## src/logic/dtc_consts.vh

```
`ifndef DTC_CONSTS_VH
`define DTC_CONSTS_VH
// Register indices; byte address is four times the index
`define DTC_IDX_PAGE        12'h008
`define DTC_IDX_ROTATION    12'h03b
`define DTC_IDX_TX_MUTE     12'h03f
`define DTC_IDX_CAL_DIV     12'h050
`define DTC_IDX_CAL_CTRL    12'h051
`define DTC_IDX_CAL_STAT    12'h052
`define DTC_IDX_IRQ_STATUS  12'h0f0
`define DTC_IDX_IRQ_MASK    12'h0f1
// Field positions
`define DTC_ROT_LINK_BIT    0
`define DTC_ROT_SOFT_BIT    1
`define DTC_MUTE0_BIT       4
`define DTC_MUTE1_BIT       5
`define DTC_CAL_EN_BIT      7
`define DTC_CAL_START_BIT   0
`define DTC_CAL_ACTIVE_BIT  2
`define DTC_CAL_FAIL_BIT    1
`define DTC_CAL_DONE_BIT    0
// Interrupt status layout
`define DTC_IRQ_DONE0_BIT   0
`define DTC_IRQ_DONE1_BIT   1
`define DTC_IRQ_FAIL0_BIT   2
`define DTC_IRQ_FAIL1_BIT   3
`define DTC_IRQ_ROT_BIT     4
`define DTC_IRQ_W           5
// Reset values
`define DTC_RST_PAGE        2'h1
`define DTC_RST_ROTATION    2'h0
`define DTC_RST_CAL_DIV     8'h28
`define DTC_RST_CAL_CLK     4'h8
`define DTC_RST_CAL_EN      1'h1
`define DTC_RST_CAL_MODE    2'h1
`define DTC_RST_IRQ_MASK    5'h00
// Timing
`define DTC_CLK_NS          25
`define DTC_RAMP_NS         1000
`define DTC_RAMP_CYC        ((`DTC_RAMP_NS + `DTC_CLK_NS - 1) / `DTC_CLK_NS)
`define DTC_LINK_RST_NS     200
`define DTC_LINK_RST_CYC    ((`DTC_LINK_RST_NS + `DTC_CLK_NS - 1) / `DTC_CLK_NS)
`define DTC_CAL_STEP_CYC    64
`endif

```

## src/logic/dtc_regs.v

```verilog
// What this block does
// [RL1] Rotation action zero: a rotation neither resets link clocks nor touches the datapath.
// [RL2] Action 1: rotation drops the links and resets the serial-link clocks.
// [RL3] Software should enable the link clock reset action for proper realignment.
// [RL4] Action 2: datapath ramps off and back on around the rotation.
// [RL5] Software picks the soft off/on action only with amplifier protection in use.
// [RL6] Action 3: rotation does both link clock reset and soft off/on.
// [RL7] Converter-1 mute enable set: output zeroed while its enable pin is low.
// [RL8] Converter-0 mute enable set: output zeroed while its enable pin is low.
// [RL9] Software should program the calibration clock divider to 0xA.
// [RL10] Calibration enable low holds the engine in reset; high enables it.
// [RL11] Software should set calibration mode field to 1.
// [RL12] Mode, start and status are banked per converter, steered by page bits.
// [RL13] Writing the start bit launches calibration on the paged converter.
// [RL14] Software writes nothing in the calibration range while calibration is active.
// [RL15] Active flag reads one while the routine runs.
// [RL16] Failure flag reads one when the routine failed.
// [RL17] Complete flag reads one once the routine has finished.
// [RL18] Start sets active, clears done and fail; end sets done and maybe fail.
`include "dtc_consts.vh"
`timescale 1ns/1ps
`default_nettype none
module dtc_regs #(
  parameter NUM_CONV     = 2,
  parameter RAMP_CYC     = `DTC_RAMP_CYC,
  parameter LINK_RST_CYC = `DTC_LINK_RST_CYC,
  parameter CAL_STEP_CYC = `DTC_CAL_STEP_CYC
) (
  // APB slave
  input  wire        pclk,
  input  wire        presetn,
  input  wire        psel,
  input  wire        penable,
  input  wire        pwrite,
  input  wire [13:0] paddr,
  input  wire [31:0] pwdata,
  output reg  [31:0] prdata,
  output reg         pready,
  output reg         pslverr,
  // Transmit enable pins, asynchronous
  input  wire        transmit_enable_pin_0,
  input  wire        transmit_enable_pin_1,
  // Synchronization rotation event and calibration result
  input  wire        sync_rotation_pulse,
  input  wire [1:0]  cal_search_fail,
  // Datapath and link controls
  output reg  [1:0]  datapath_mute,
  output reg         link_clock_reset,
  output reg         datapath_soft_off,
  output reg         rotation_busy,
  output reg  [3:0]  cal_clock_divider,
  output reg  [3:0]  cal_mode_out,
  // Interrupt
  output reg         irq
);
  localparam [3:0] S_IDLE = 4'b0001;
  localparam [3:0] S_OFF  = 4'b0010;
  localparam [3:0] S_LINK = 4'b0100;
  localparam [3:0] S_ON   = 4'b1000;
  localparam [15:0] RAMP_C = RAMP_CYC;
  localparam [15:0] LINK_C = LINK_RST_CYC;

  // Index decode shared by read and write paths
  function is_idx;
    input [13:0] addr;
    input [11:0] idx;
    begin
      is_idx = (addr[13:2] == idx) && (addr[1:0] == 2'b00);
    end
  endfunction

  reg  [1:0]  page_q;
  reg  [1:0]  rot_mode_q;
  reg  [1:0]  mute_en_q;
  reg  [7:0]  cal_div_q;
  reg         cal_en_q;
  reg  [3:0]  cal_mode_q;
  reg  [1:0]  cal_start_q;
  reg  [4:0]  irq_stat_q;
  reg  [4:0]  irq_mask_q;
  reg  [3:0]  state_q;
  reg  [15:0] tmr_q;
  reg  [1:0]  rot_act_q;
  reg  [2:0]  sync0_q;
  reg  [2:0]  sync1_q;
  reg  [1:0]  txen_q;
  reg         rot_done_q;
  wire [1:0]  eng_active;
  wire [1:0]  eng_fail;
  wire [1:0]  eng_done;
  wire [1:0]  eng_done_pls;
  wire [1:0]  eng_fail_pls;
  wire        setup;
  wire        access;
  wire        wr;
  wire        mapped;
  wire        rd_page;
  reg  [31:0] rdata_d;
  wire [4:0]  irq_set_d;
  wire [1:0]  txen_f;

  assign setup  = psel & ~penable & ~pready;
  assign access = psel & penable & pready;
  assign wr     = access & pwrite & ~pslverr;
  assign mapped = is_idx(paddr, `DTC_IDX_PAGE) | is_idx(paddr, `DTC_IDX_ROTATION) |
                  is_idx(paddr, `DTC_IDX_TX_MUTE) | is_idx(paddr, `DTC_IDX_CAL_DIV) |
                  is_idx(paddr, `DTC_IDX_CAL_CTRL) | is_idx(paddr, `DTC_IDX_CAL_STAT) |
                  is_idx(paddr, `DTC_IDX_IRQ_STATUS) | is_idx(paddr, `DTC_IDX_IRQ_MASK);
  // Reads of paged fields show the lowest selected converter
  assign rd_page = ~page_q[0] & page_q[1];

  // Read mux; reserved bits read zero
  always @* begin
    rdata_d = 32'h00000000;
    if (is_idx(paddr, `DTC_IDX_PAGE))
      rdata_d[1:0] = page_q;
    if (is_idx(paddr, `DTC_IDX_ROTATION))
      rdata_d[1:0] = rot_mode_q;
    if (is_idx(paddr, `DTC_IDX_TX_MUTE)) begin
      rdata_d[`DTC_MUTE0_BIT] = mute_en_q[0];
      rdata_d[`DTC_MUTE1_BIT] = mute_en_q[1];
    end
    if (is_idx(paddr, `DTC_IDX_CAL_DIV))
      rdata_d[7:0] = cal_div_q;
    if (is_idx(paddr, `DTC_IDX_CAL_CTRL)) begin
      rdata_d[`DTC_CAL_EN_BIT] = cal_en_q;
      rdata_d[2:1] = rd_page ? cal_mode_q[3:2] : cal_mode_q[1:0]; // [RL12]
    end
    if (is_idx(paddr, `DTC_IDX_CAL_STAT)) begin
      rdata_d[`DTC_CAL_ACTIVE_BIT] = eng_active[rd_page]; // [RL12] [RL15]
      rdata_d[`DTC_CAL_FAIL_BIT]   = eng_fail[rd_page]; // [RL16]
      rdata_d[`DTC_CAL_DONE_BIT]   = eng_done[rd_page]; // [RL17]
    end
    if (is_idx(paddr, `DTC_IDX_IRQ_STATUS))
      rdata_d[4:0] = irq_stat_q;
    if (is_idx(paddr, `DTC_IDX_IRQ_MASK))
      rdata_d[4:0] = irq_mask_q;
  end

  // APB answer: one registered wait-free access cycle after setup
  always @(posedge pclk or negedge presetn) begin
    if (!presetn) begin
      pready  <= 1'b0;
      pslverr <= 1'b0;
      prdata  <= 32'h00000000;
    end else begin
      pready  <= setup;
      pslverr <= setup & ~mapped;
      if (setup)
        prdata <= (pwrite | ~mapped) ? 32'h00000000 : rdata_d;
    end
  end

  // Software-written control registers
  always @(posedge pclk or negedge presetn) begin
    if (!presetn) begin
      page_q      <= `DTC_RST_PAGE;
      rot_mode_q  <= `DTC_RST_ROTATION;
      mute_en_q   <= 2'h0;
      cal_div_q   <= `DTC_RST_CAL_DIV;
      cal_en_q    <= `DTC_RST_CAL_EN;
      cal_mode_q  <= {`DTC_RST_CAL_MODE, `DTC_RST_CAL_MODE};
      cal_start_q <= 2'h0;
      irq_mask_q  <= `DTC_RST_IRQ_MASK;
      cal_clock_divider <= `DTC_RST_CAL_CLK;
      cal_mode_out      <= {`DTC_RST_CAL_MODE, `DTC_RST_CAL_MODE};
    end else begin
      cal_start_q <= 2'h0;
      // Analog-facing copies trail the registers by one cycle
      cal_clock_divider <= cal_div_q[3:0];
      cal_mode_out      <= cal_mode_q;
      if (wr && is_idx(paddr, `DTC_IDX_PAGE))
        page_q <= pwdata[1:0];
      if (wr && is_idx(paddr, `DTC_IDX_ROTATION))
        rot_mode_q <= pwdata[1:0];
      if (wr && is_idx(paddr, `DTC_IDX_TX_MUTE)) begin
        mute_en_q[0] <= pwdata[`DTC_MUTE0_BIT];
        mute_en_q[1] <= pwdata[`DTC_MUTE1_BIT];
      end
      if (wr && is_idx(paddr, `DTC_IDX_CAL_DIV))
        cal_div_q <= pwdata[7:0];
      if (wr && is_idx(paddr, `DTC_IDX_CAL_CTRL)) begin
        cal_en_q <= pwdata[`DTC_CAL_EN_BIT]; // [RL10]
        // A write reaches every converter whose page bit is set
        if (page_q[0])
          cal_mode_q[1:0] <= pwdata[2:1]; // [RL12]
        if (page_q[1])
          cal_mode_q[3:2] <= pwdata[2:1]; // [RL12]
        cal_start_q <= page_q & {2{pwdata[`DTC_CAL_START_BIT]}}; // [RL13]
      end
      if (wr && is_idx(paddr, `DTC_IDX_IRQ_MASK))
        irq_mask_q <= pwdata[4:0];
    end
  end

  // Per-converter calibration engines
  genvar g;
  generate
    for (g = 0; g < NUM_CONV; g = g + 1) begin : g_cal
      dtc_cal_engine #(
        .STEP_CYC     (CAL_STEP_CYC)
      ) u_eng (
        .pclk         (pclk),
        .presetn      (presetn),
        .enable       (cal_en_q),
        .start        (cal_start_q[g]),
        .divider      (cal_div_q[3:0]),
        .fail_in      (cal_search_fail[g]),
        .active_q     (eng_active[g]),
        .fail_q       (eng_fail[g]),
        .done_q       (eng_done[g]),
        .done_pulse_q (eng_done_pls[g]),
        .fail_pulse_q (eng_fail_pls[g])
      );
    end
  endgenerate

  // Pin synchronisers: a change counts once stages two and three agree
  always @(posedge pclk or negedge presetn) begin
    if (!presetn) begin
      sync0_q <= 3'h7;
      sync1_q <= 3'h7;
      txen_q  <= 2'h3;
      datapath_mute <= 2'h0;
    end else begin
      sync0_q <= {sync0_q[1:0], transmit_enable_pin_0};
      sync1_q <= {sync1_q[1:0], transmit_enable_pin_1};
      txen_q  <= txen_f;
      // Mute follows the filtered level one cycle later, registered like txen_q
      datapath_mute[0] <= mute_en_q[0] & ~txen_f[0]; // [RL8]
      datapath_mute[1] <= mute_en_q[1] & ~txen_f[1]; // [RL7]
    end
  end

  // Filtered level: stage three once stage two agrees, else the last accepted level
  assign txen_f[0] = (sync0_q[1] == sync0_q[2]) ? sync0_q[2] : txen_q[0];
  assign txen_f[1] = (sync1_q[1] == sync1_q[2]) ? sync1_q[2] : txen_q[1];

  // Rotation sequencer; action latched at the event so a mid-sequence write cannot tear it
  always @(posedge pclk or negedge presetn) begin
    if (!presetn) begin
      state_q           <= S_IDLE;
      tmr_q             <= 16'h0000;
      rot_act_q         <= 2'h0;
      link_clock_reset  <= 1'b0;
      datapath_soft_off <= 1'b0;
      rotation_busy     <= 1'b0;
      rot_done_q        <= 1'b0;
    end else begin
      rot_done_q <= 1'b0;
      case (state_q)
        S_IDLE: begin
          if (sync_rotation_pulse) begin
            rot_act_q <= rot_mode_q;
            if (rot_mode_q[`DTC_ROT_SOFT_BIT]) begin // [RL4] [RL6]
              state_q           <= S_OFF;
              tmr_q             <= RAMP_C - 16'h0001;
              datapath_soft_off <= 1'b1;
              rotation_busy     <= 1'b1;
            end else if (rot_mode_q[`DTC_ROT_LINK_BIT]) begin // [RL2]
              state_q          <= S_LINK;
              tmr_q            <= LINK_C - 16'h0001;
              link_clock_reset <= 1'b1;
              rotation_busy    <= 1'b1;
            end else begin
              rot_done_q <= 1'b1; // [RL1]
            end
          end
        end
        S_OFF: begin
          if (tmr_q != 16'h0000) begin
            tmr_q <= tmr_q - 16'h0001;
          end else if (rot_act_q[`DTC_ROT_LINK_BIT]) begin // [RL6]
            state_q          <= S_LINK;
            tmr_q            <= LINK_C - 16'h0001;
            link_clock_reset <= 1'b1;
          end else begin
            state_q           <= S_ON;
            tmr_q             <= RAMP_C - 16'h0001;
            datapath_soft_off <= 1'b0;
          end
        end
        S_LINK: begin
          if (tmr_q != 16'h0000) begin
            tmr_q <= tmr_q - 16'h0001;
          end else begin
            link_clock_reset <= 1'b0;
            if (rot_act_q[`DTC_ROT_SOFT_BIT]) begin
              state_q           <= S_ON;
              tmr_q             <= RAMP_C - 16'h0001;
              datapath_soft_off <= 1'b0;
            end else begin
              state_q       <= S_IDLE;
              rotation_busy <= 1'b0;
              rot_done_q    <= 1'b1;
            end
          end
        end
        S_ON: begin
          if (tmr_q != 16'h0000) begin
            tmr_q <= tmr_q - 16'h0001;
          end else begin
            state_q       <= S_IDLE;
            rotation_busy <= 1'b0;
            rot_done_q    <= 1'b1;
          end
        end
        default: begin
          state_q           <= S_IDLE;
          link_clock_reset  <= 1'b0;
          datapath_soft_off <= 1'b0;
          rotation_busy     <= 1'b0;
        end
      endcase
    end
  end

  // Event bits in status layout: done0, done1, fail0, fail1, rotation
  assign irq_set_d = {rot_done_q, eng_fail_pls, eng_done_pls};

  // Sticky events; a set in the clearing cycle wins
  always @(posedge pclk or negedge presetn) begin
    if (!presetn) begin
      irq_stat_q <= 5'h00;
      irq        <= 1'b0;
    end else begin
      if (wr && is_idx(paddr, `DTC_IDX_IRQ_STATUS))
        irq_stat_q <= (irq_stat_q & ~pwdata[4:0]) | irq_set_d;
      else
        irq_stat_q <= irq_stat_q | irq_set_d;
      irq <= |(irq_stat_q & irq_mask_q);
    end
  end
endmodule // dtc_regs
`default_nettype wire

```

## src/logic/dtc_cal_engine.v

```verilog
`timescale 1ns/1ps
`default_nettype none
module dtc_cal_engine #(
  parameter STEP_CYC = 64
) (
  // Clock and reset
  input  wire       pclk,
  input  wire       presetn,
  // Control
  input  wire       enable,
  input  wire       start,
  input  wire [3:0] divider,
  input  wire       fail_in,
  // Status
  output reg        active_q,
  output reg        fail_q,
  output reg        done_q,
  output reg        done_pulse_q,
  output reg        fail_pulse_q
);
  localparam [15:0] STEP = STEP_CYC;
  reg [19:0] cnt_q;

  // Routine length scales with the divider; engine held in reset while disabled
  always @(posedge pclk or negedge presetn) begin
    if (!presetn) begin
      active_q     <= 1'b0;
      fail_q       <= 1'b0;
      done_q       <= 1'b0;
      done_pulse_q <= 1'b0;
      fail_pulse_q <= 1'b0;
      cnt_q        <= 20'h00000;
    end else begin
      done_pulse_q <= 1'b0;
      fail_pulse_q <= 1'b0;
      if (!enable) begin // [RL10]
        active_q <= 1'b0;
        fail_q   <= 1'b0;
        done_q   <= 1'b0;
        cnt_q    <= 20'h00000;
      end else if (start) begin // [RL13] [RL18]
        active_q <= 1'b1;
        fail_q   <= 1'b0;
        done_q   <= 1'b0;
        cnt_q    <= {4'h0, STEP} * ({16'h0000, divider} + 20'h00001) - 20'h00001; // Widened so divider 15 cannot wrap
      end else if (active_q) begin
        if (cnt_q == 20'h00000) begin
          active_q     <= 1'b0; // [RL15]
          done_q       <= 1'b1; // [RL17] [RL18]
          fail_q       <= fail_in; // [RL16]
          done_pulse_q <= 1'b1;
          fail_pulse_q <= fail_in;
        end else begin
          cnt_q <= cnt_q - 20'h00001;
        end
      end
    end
  end
endmodule // dtc_cal_engine
`default_nettype wire

```

## config.mk

```make
export PLATFORM = sky130hd
export DESIGN_NAME = dtc_regs
export DESIGN_NICKNAME = d
export VERILOG_FILES = /design/src/logic/dtc_regs.v /design/src/logic/dtc_cal_engine.v
export VERILOG_INCLUDE_DIRS = /design/src /design/src/logic
export SDC_FILE = /design/constraint.sdc
export NUM_CORES = 1
export LEC_CHECK = 0
export ABC_AREA = 1
export BUFFER_PORTS_ARGS = -buffer_cell sky130_fd_sc_hd__buf_2
export CAP_MARGIN = 40
export CORE_UTILIZATION = 60
export DETAILED_ROUTE_END_ITERATION = 8
export GPL_ROUTABILITY_DRIVEN = 0
export PLACE_DENSITY = 0.83
export RECOVER_POWER = 100
export SLEW_MARGIN = 25
export SYNTH_ARGS = -nofsm -noshare
export SYNTH_HDL_FRONTEND = slang
export SYNTH_SLANG_ARGS = --single-unit
```

## constraint.sdc

```tcl
create_clock -name pclk -period 4.75 [get_ports pclk]
set_clock_uncertainty 0.1 [all_clocks]
set_input_delay 1.1875 -clock pclk [delete_from_list [all_inputs] [get_ports pclk]]
set_output_delay 1.1875 -clock pclk [all_outputs]
set_load 0.05 [all_outputs]
```

==> flow_summary.ini, run 1 <==
[worst_setup_path]
rr_startpoint = g_cal[1].u_eng.cnt_q[0]
critPathRequiredTime_ns = 4.95
start_kind = primary input
end_kind = register
crit_type = primary input to register
crit_arrival_ns = 3.30
worst-path-max-fanout = 15
worstSetupStartpoint = penable

[layout]
area_delta_synth_final_pct = 11.0
n_fill_cell = 1013
fin_nets = 1125
fin_area_um2 = 8430
layout_commonest_cell = nand2_1
drive_above_1_share = 0.0855
insertedDiodeCount = 0
final_cell_mix = nand2_1, inv_1, nor2_1

[sta]
timing_hold_violations_final = 0
rsz0062_at_grt = no
min_period_over_period = 0.652
tightest_slew_ns = 2.03
setup_tns_ns = 0
drv_slew = 36
fmax_ghz = 0.323
holdWs_ns = 0.254
period_needed_ns = 3.10
setup_slack_ns = 1.65
relSlewSlack = -0.356
finalSetupViolCount = 0

[floorplan]
row_count = 40
coreArea_um2 = 12200
dieArea_um2 = 13100
ios = 104
fp.dieH_um = 114
die_w_um = 114
initial_core_util = 0.624

[grt]
grt_usage = 0.284
grt_pass1_wl_mm = 28.9
grt_pass1_vias = 6258
grt_overflow = 0
antenna_found_initial = 0
grt_max_degree = 93

[drt]
vias = 6725
avgViaCountPerCell = 5.41
drt_first_pass_iters = 5
drtIter0Drc = 593
antenna_left = 0
route.detailed.drc = 0
wirelength_mm = 17.4
wl_per_cell_um = 14.0

[clocking]
clk_latency_ns = 0.42
clkSinkCount = 136
post_cts_resized = 0
cts_buffers = 17
cts_max_level = 4
cts_buffer_depth = 2
clk_transition_reported_paths_ns = 0.05
cts_tree = built
hold_buffers = 0
postCtsSetupBuffers = 0
cts_root_buf = clkbuf_16

[placement]
dp_hpwl_mm = 11.9
dpl-instance-area_um2 = 7930
port_buffers = 55
dp_slack_ns = 1.60

[synth]
synth_cells = 1001
syn_area_um2 = 7590
synth_top_area_frac = 0.389
ys_seq_elements = 136
yosys.area.top_type = dfrtp_1
ys_warn_count = 0
avgSynthCellArea_um2 = 7.58
yosysUniqueCellTypes = 50
synth_area_leaders = dfrtp_1, nand2_1, inv_1
ys_seq_area_frac = 0.451

[worst_hold_path]
worstHoldPathType = register to register
hp-start = sync1_q[0]

[flow_run]
maxCapViolCount = 1

[status]
status = complete, but fails checks
violations = capacitance limit, slew limit

[pwr]
ir_worst_vdd_v = 0.000339
p_leak_nw = 4.40
cellPowerDensity_nw_per_um2 = 381
power_mw = 3.21
-- state kept, by name (all words and copies together), names as in the netlist, 3 cells and up --
signal             cells
tmr_q                 16
cal_mode_out           4
prdata                 8
irq_stat_q             5
sync1_q                3
state_q                4
g_cal.u_eng.cnt_q     40
cal_mode_q             4
irq_mask_q             5
cal_clock_divider      4
sync0_q                3
cal_div_q              8
-- Yosys cell counts, drive strengths merged --
cell / n
nand2: 257
inv: 135
nor2: 126
dfrtp: 118
o21ai: 101
nand3: 73
buf: 30
nor3: 27
a21oi: 22
xor2: 20
dfstp: 18
nand4: 14
o22ai: 14
clkbuf: 8
ha: 6
nand3b: 6
o211ai: 4
or2: 4
maj3: 2
o21bai: 2
o31ai: 2
xnor2: 2
a211oi: 1
a221oi: 1
a31oi: 1
clkinv: 1
conb: 1
mux2: 1
mux2i: 1
nor4: 1
o2111ai: 1
o21a: 1
-- worst max-delay path, stage by stage --
cell and delay [ns]:
clkbuf_1 0.11, nand3_1 0.09, nor3_1 0.75, nand3_1 0.69
mux2_2 0.47
-- per-stage QoR --
stage                     instances   util
after floorplan                1024      -
after global placement         1211  0.652
after detailed placement       1211  0.652
after CTS                      1243  0.703
after global routing           1244  0.693
final                          1244  0.693
-- final cells by class --
type | count | area, um2 | share of cell area
sequential | 136 | 3430 | 0.406
multi-input combinational | 714 | 3380 | 0.401
inverter | 136 | 513 | 0.0609
clock buffer | 23 | 468 | 0.0555
timing repair buffer | 58 | 284 | 0.0337
tap | 168 | 210 | 0.0249
clock inverter | 9 | 150 | 0.0178
-- final timing paths --
check | end | slack (ns) | cells after the start
setup / recovery | cal_div_q[6] | 1.65 | 5
hold / removal | sync1_q[1] | 0.25 | 0
setup reg to reg | g_cal[1].u_eng.cnt_q[11] | 1.85 | 12
hold reg to reg | sync1_q[1] | 0.25 | 0
max in group asynchronous | cal_mode_out[2] | 1.83 | 3
min in group asynchronous | g_cal[1].u_eng.cnt_q[4] | 1.24 | 1
-- routing by layer --
metal  share of wire  vias up  global-route usage  routed length, um
met1            0.43     3164               0.363               7520
met3           0.056       26              0.0545                975
met4           0.014        0               0.105                251
li1                -     3294                   -                  -
met5               0        -                   0                  0
met2            0.50      241               0.480               8620
-- cell families (layout without fill, tap and decap cells) --
| logic type | count (synthesis) | after routing | share of synthesized area |
|---|---|---|---|
| muxes | 2 | 2 | 0.00280 |
| adders and majority gates | 8 | 8 | 0.0125 |
| DFF | 136 | 136 | 0.451 |
| AOI/OAI and AO/OA | 150 | 150 | 0.112 |
| other | 1 | 24 | 0.000494 |
| buffers and inverters | 174 | 226 | 0.101 |
| xor gates and xnor gates | 22 | 22 | 0.0254 |
| and+or+nand+nor | 508 | 508 | 0.294 |
-- report_power, final --
part	leakage [nW]	internal, mW	switching [mW]
combinational	2.32	0.144	0.404
clock	0.297	0.903	0.484
sequential	1.79	1.23	0.0461
total	4.40	2.27	0.935
No activity file was read; power rests on OpenSTA's default activity.
==> inputs of run 2 (changes only) <==
--- a/config.mk
+++ b/config.mk
@@ -6,13 +6,13 @@
 export SDC_FILE = /design/constraint.sdc
 export NUM_CORES = 1
 export LEC_CHECK = 0
-export ABC_AREA = 1
+export ABC_AREA = 0
 export BUFFER_PORTS_ARGS = -buffer_cell sky130_fd_sc_hd__buf_2
 export CAP_MARGIN = 40
-export CORE_UTILIZATION = 60
+export CORE_UTILIZATION = 52
 export DETAILED_ROUTE_END_ITERATION = 8
 export GPL_ROUTABILITY_DRIVEN = 0
-export PLACE_DENSITY = 0.83
+export PLACE_DENSITY = 0.76
 export RECOVER_POWER = 100
 export SLEW_MARGIN = 25
 export SYNTH_ARGS = -nofsm -noshare
==> constraint.sdc (replaced) <==
create_clock -name pclk -period 2.6 [get_ports pclk]
set_clock_uncertainty 0.1 [all_clocks]
set_input_delay 0.65 -clock pclk [delete_from_list [all_inputs] [get_ports pclk]]
set_output_delay 0.65 -clock pclk [all_outputs]
set_load 0.05 [all_outputs]
==> run 2 against run 1 <==
The flow now finishes without violations. Count of clock-buffer cells in the layout shrank 5. Sequential share of layout area grew 0.17 points. Power grew 85%. Non-clock buffer count rose by 39. Sequential cell count unchanged. First-iteration DRC count is 23% lower. Critical path depth rose by 1. Critical path type unchanged. Critical endpoint is now mute_en_q[1]. Largest power group unchanged. Highest routed layer unchanged.
==> flow_summary.ini, run 2 <==
[status]
status = finished clean

[layout]
n_fill_cell = 1148
reg_top3 = g_cal.u_eng.cnt_q: 40 flops, tmr_q: 16 flops
fin_nets = 887
largest_register_ffs = 40
insertedDiodeCount = 0
final_cell_mix = dfrtp_1, nand2_1, clkbuf_1
final_core_util = 0.607
top_register = g_cal.u_eng.cnt_q
multi_input_area_um2 = 3570
layout_commonest_cell = dfrtp_1
seqCellArea_um2 = 3430
drive_above_1_share = 0.185
area_delta_synth_final_pct = 14.6

[synth]
ys_warn_count = 0
synth_cells = 755
async_flop_share = 1.00
synth_top_area_frac = 0.403
syn_area_um2 = 7330
avgSynthCellArea_um2 = 9.70
ys_seq_elements = 136
yosysMostFrequentCell = dfrtp_1
synth_area_leaders = dfrtp_1, dfstp_2, mux2_2
yosysUniqueCellTypes = 74
synth_ff_type = dfrtp_1
ys_seq_area_frac = 0.468
yosys.area.top_type = dfrtp_1
synth_edf_count = 0
synth_common_cells = dfrtp_1, nand2_1, a21oi_1

[sta]
relSlewSlack = 0.117
finalSetupViolCount = 0
fmax_ghz = 0.400
drv_slew = 0
period_needed_ns = 2.50
tightest_slew_ns = 1.32
rsz0062_at_grt = no
setup_tns_ns = 0
min_period_over_period = 0.962
timing_hold_violations_final = 0

[worst_hold_path]
worstHoldPathType = primary input to register
hp-start = transmit_enable_pin_1
hold_path_end = sync1_q[0]
hold_depth = 1

[grt]
busiest_layer = met2
grt_overflow = 0
grtUsageMet2 = 0.420
met3_usage = 0.0594
grt_max_degree = 52
grtUsageMet1 = 0.337
grt_usage = 0.261
grt_pass1_wl_mm = 29.7
grt_pass1_vias = 6028
antenna_found_initial = 0

[drt]
route.detailed.drc = 0
drtIter0Drc = 459
wl_per_cell_um = 17.6
antenna_left = 0
wirelength_mm = 17.9
avgViaCountPerCell = 6.17
drt_first_pass_iters = 5
vias = 6278

[clocking]
clk_transition_reported_paths_ns = 0.06
cts_buffers = 17
clk_latency_ns = 0.43
cts_max_level = 4
clkSinkCount = 136
cts_buffer_depth = 2
cts_root_buf = clkbuf_16
postCtsSetupBuffers = 0
cts_tree = built

[worst_setup_path]
crit_arrival_ns = 2.71
critical_path.cell_chain = clkbuf_1, clkbuf_1, nand4_1, or2_2, nor3_1, mux2_2
r2r.worst_path.cells = 6
max_stage_delay_ns = 0.60
critPathRequiredTime_ns = 2.81
critical_path.top_delay_family = simple AND/OR/NAND/NOR gates
end_kind = register
timing.rr.end = g_cal[0].u_eng.cnt_q[17]
crit_type = primary input to register
rr_startpoint = g_cal[0].u_eng.cnt_q[5]
worst-path-max-fanout = 16
start_kind = primary input
crit_top_cell = clkbuf_1
crit_slowest_cell = clkbuf_1
crit_buf_inv = 2
rrSetupSlack_ns = 0.1

[pwr]
seq_power_share = 0.401
ir_worst_vdd_v = 0.000715
p_sw_frac = 0.309
p_int_mw = 4.11
cellPowerDensity_nw_per_um2 = 709
p_comb_frac = 0.183
switching_power_mw = 1.84
clkPwrFrac = 0.416
p_leak_nw = 3.82

[placement]
dp_hpwl_mm = 12.2
port_buffers = 55

[floorplan]
row_count = 43
fp.dieH_um = 121
ios = 104
die_w_um = 121
coreArea_um2 = 13800
initial_core_util = 0.530
dieArea_um2 = 14600

[flow_run]
maxCapViolCount = 0
## run 2: changes by cell type in the layout (fill, tap and decap cells not counted), sizes merged, moves of 19 or more
| cell | change |
|---|---|
| buf | +22 |
| nor2 | -88 |
| nor4 | +19 |
| o21ai | -62 |
| mux2 | +25 |
| nand2 | -188 |
| nand3 | -50 |
| inv | -110 |
## run 2: layout make-up
type,instances,area share
inverter,20,0.00894
clock buffer,18,0.0511
tap,180,0.0268
multi-input combinational,553,0.425
sequential,136,0.408
clock inverter,14,0.0204
timing repair buffer,97,0.0599
## run 2: what timing repair did
action | 4_1_cts | 5_1_grt
pin swaps | 0 | 0
setup endpoints to repair | 1 | 11
hold buffers | 0 | 0
resized for setup | 1 | 6
## run 2: how the worst max path moves through the flow
stage,cells after the start,to,slack [ns],start
2_1_floorplan,9,g_cal[1].u_eng.cnt_q[14],0.05,g_cal[1].u_eng.cnt_q[0]
3_3_place_gp,8,g_cal[1].u_eng.cnt_q[11],0.07,g_cal[1].u_eng.cnt_q[0]
3_5_place_dp,8,g_cal[1].u_eng.cnt_q[11],0.004,g_cal[1].u_eng.cnt_q[0]
4_1_cts,4,g_cal[1].u_eng.cnt_q[15],0.09,g_cal[1].u_eng.cnt_q[6]
5_1_grt,7,g_cal[0].u_eng.cnt_q[12],0.005,g_cal[0].u_eng.cnt_q[5]
6_report,6,mute_en_q[1],0.1,paddr[2]
## run 2: worst reg2reg max path, cell delays in order, from the launching register on
cell and delay [ns]:
dfrtp_1 0.39, or4_1 0.55, clkbuf_1 0.19, or4_1 0.58, o31ai_1 0.25, a22oi_1 0.11
a31o_2 0.23
## run 2: cell families (layout without fill, tap and decap cells)
family | count (synthesis) | in the layout | synth area share
AOI/OAI and AO/OA | 198 | 198 | 0.185
buffers and inverters | 89 | 149 | 0.0589
and+or+nand+nor | 263 | 263 | 0.192
xor gates and xnor gates | 23 | 23 | 0.0275
muxes | 37 | 37 | 0.0550
other | 1 | 24 | 0.000512
adders and majority gates | 8 | 8 | 0.0130
DFF | 136 | 136 | 0.468
## run 2: power groups by stage
stage          combinational [mW]  clock, mW  sequential (mW)
2_1_floorplan               0.785          0             2.40
3_3_place_gp                 1.04          0             2.40
3_5_place_dp                 1.08          0             2.42
4_1_cts                      1.10       2.51             2.38
5_1_grt                      1.20       2.59             2.40
6_report                     1.09       2.47             2.38
## run 2: per-layer routing
| metal | up-vias | part of all wire |
|---|---|---|
| li1 | 2910 | - |
| met1 | 3056 | 0.43 |
| met2 | 265 | 0.49 |
| met3 | 47 | 0.058 |
| met4 | 0 | 0.023 |
| met5 | - | 0 |
## run 2: metrics by stage
| step | cells | hold slack [ns] | area, um2 | setup slack (ns) | total power [mW] |
|---|---|---|---|---|---|
| final | 1018 | 0.218 | 8400 | 0.0992 | 5.95 |
| after global routing | 1018 | 0.200 | 8400 | 0.00513 | 6.19 |
| after CTS | 1018 | 0.0781 | 8490 | 0.0862 | 5.99 |
| after detailed placement | 986 | 0.251 | 7890 | 0.00419 | 3.50 |
| after global placement | 986 | 0.248 | 7890 | 0.0742 | 3.45 |
| after floorplan | 778 | 0.245 | 7410 | 0.0522 | 3.19 |
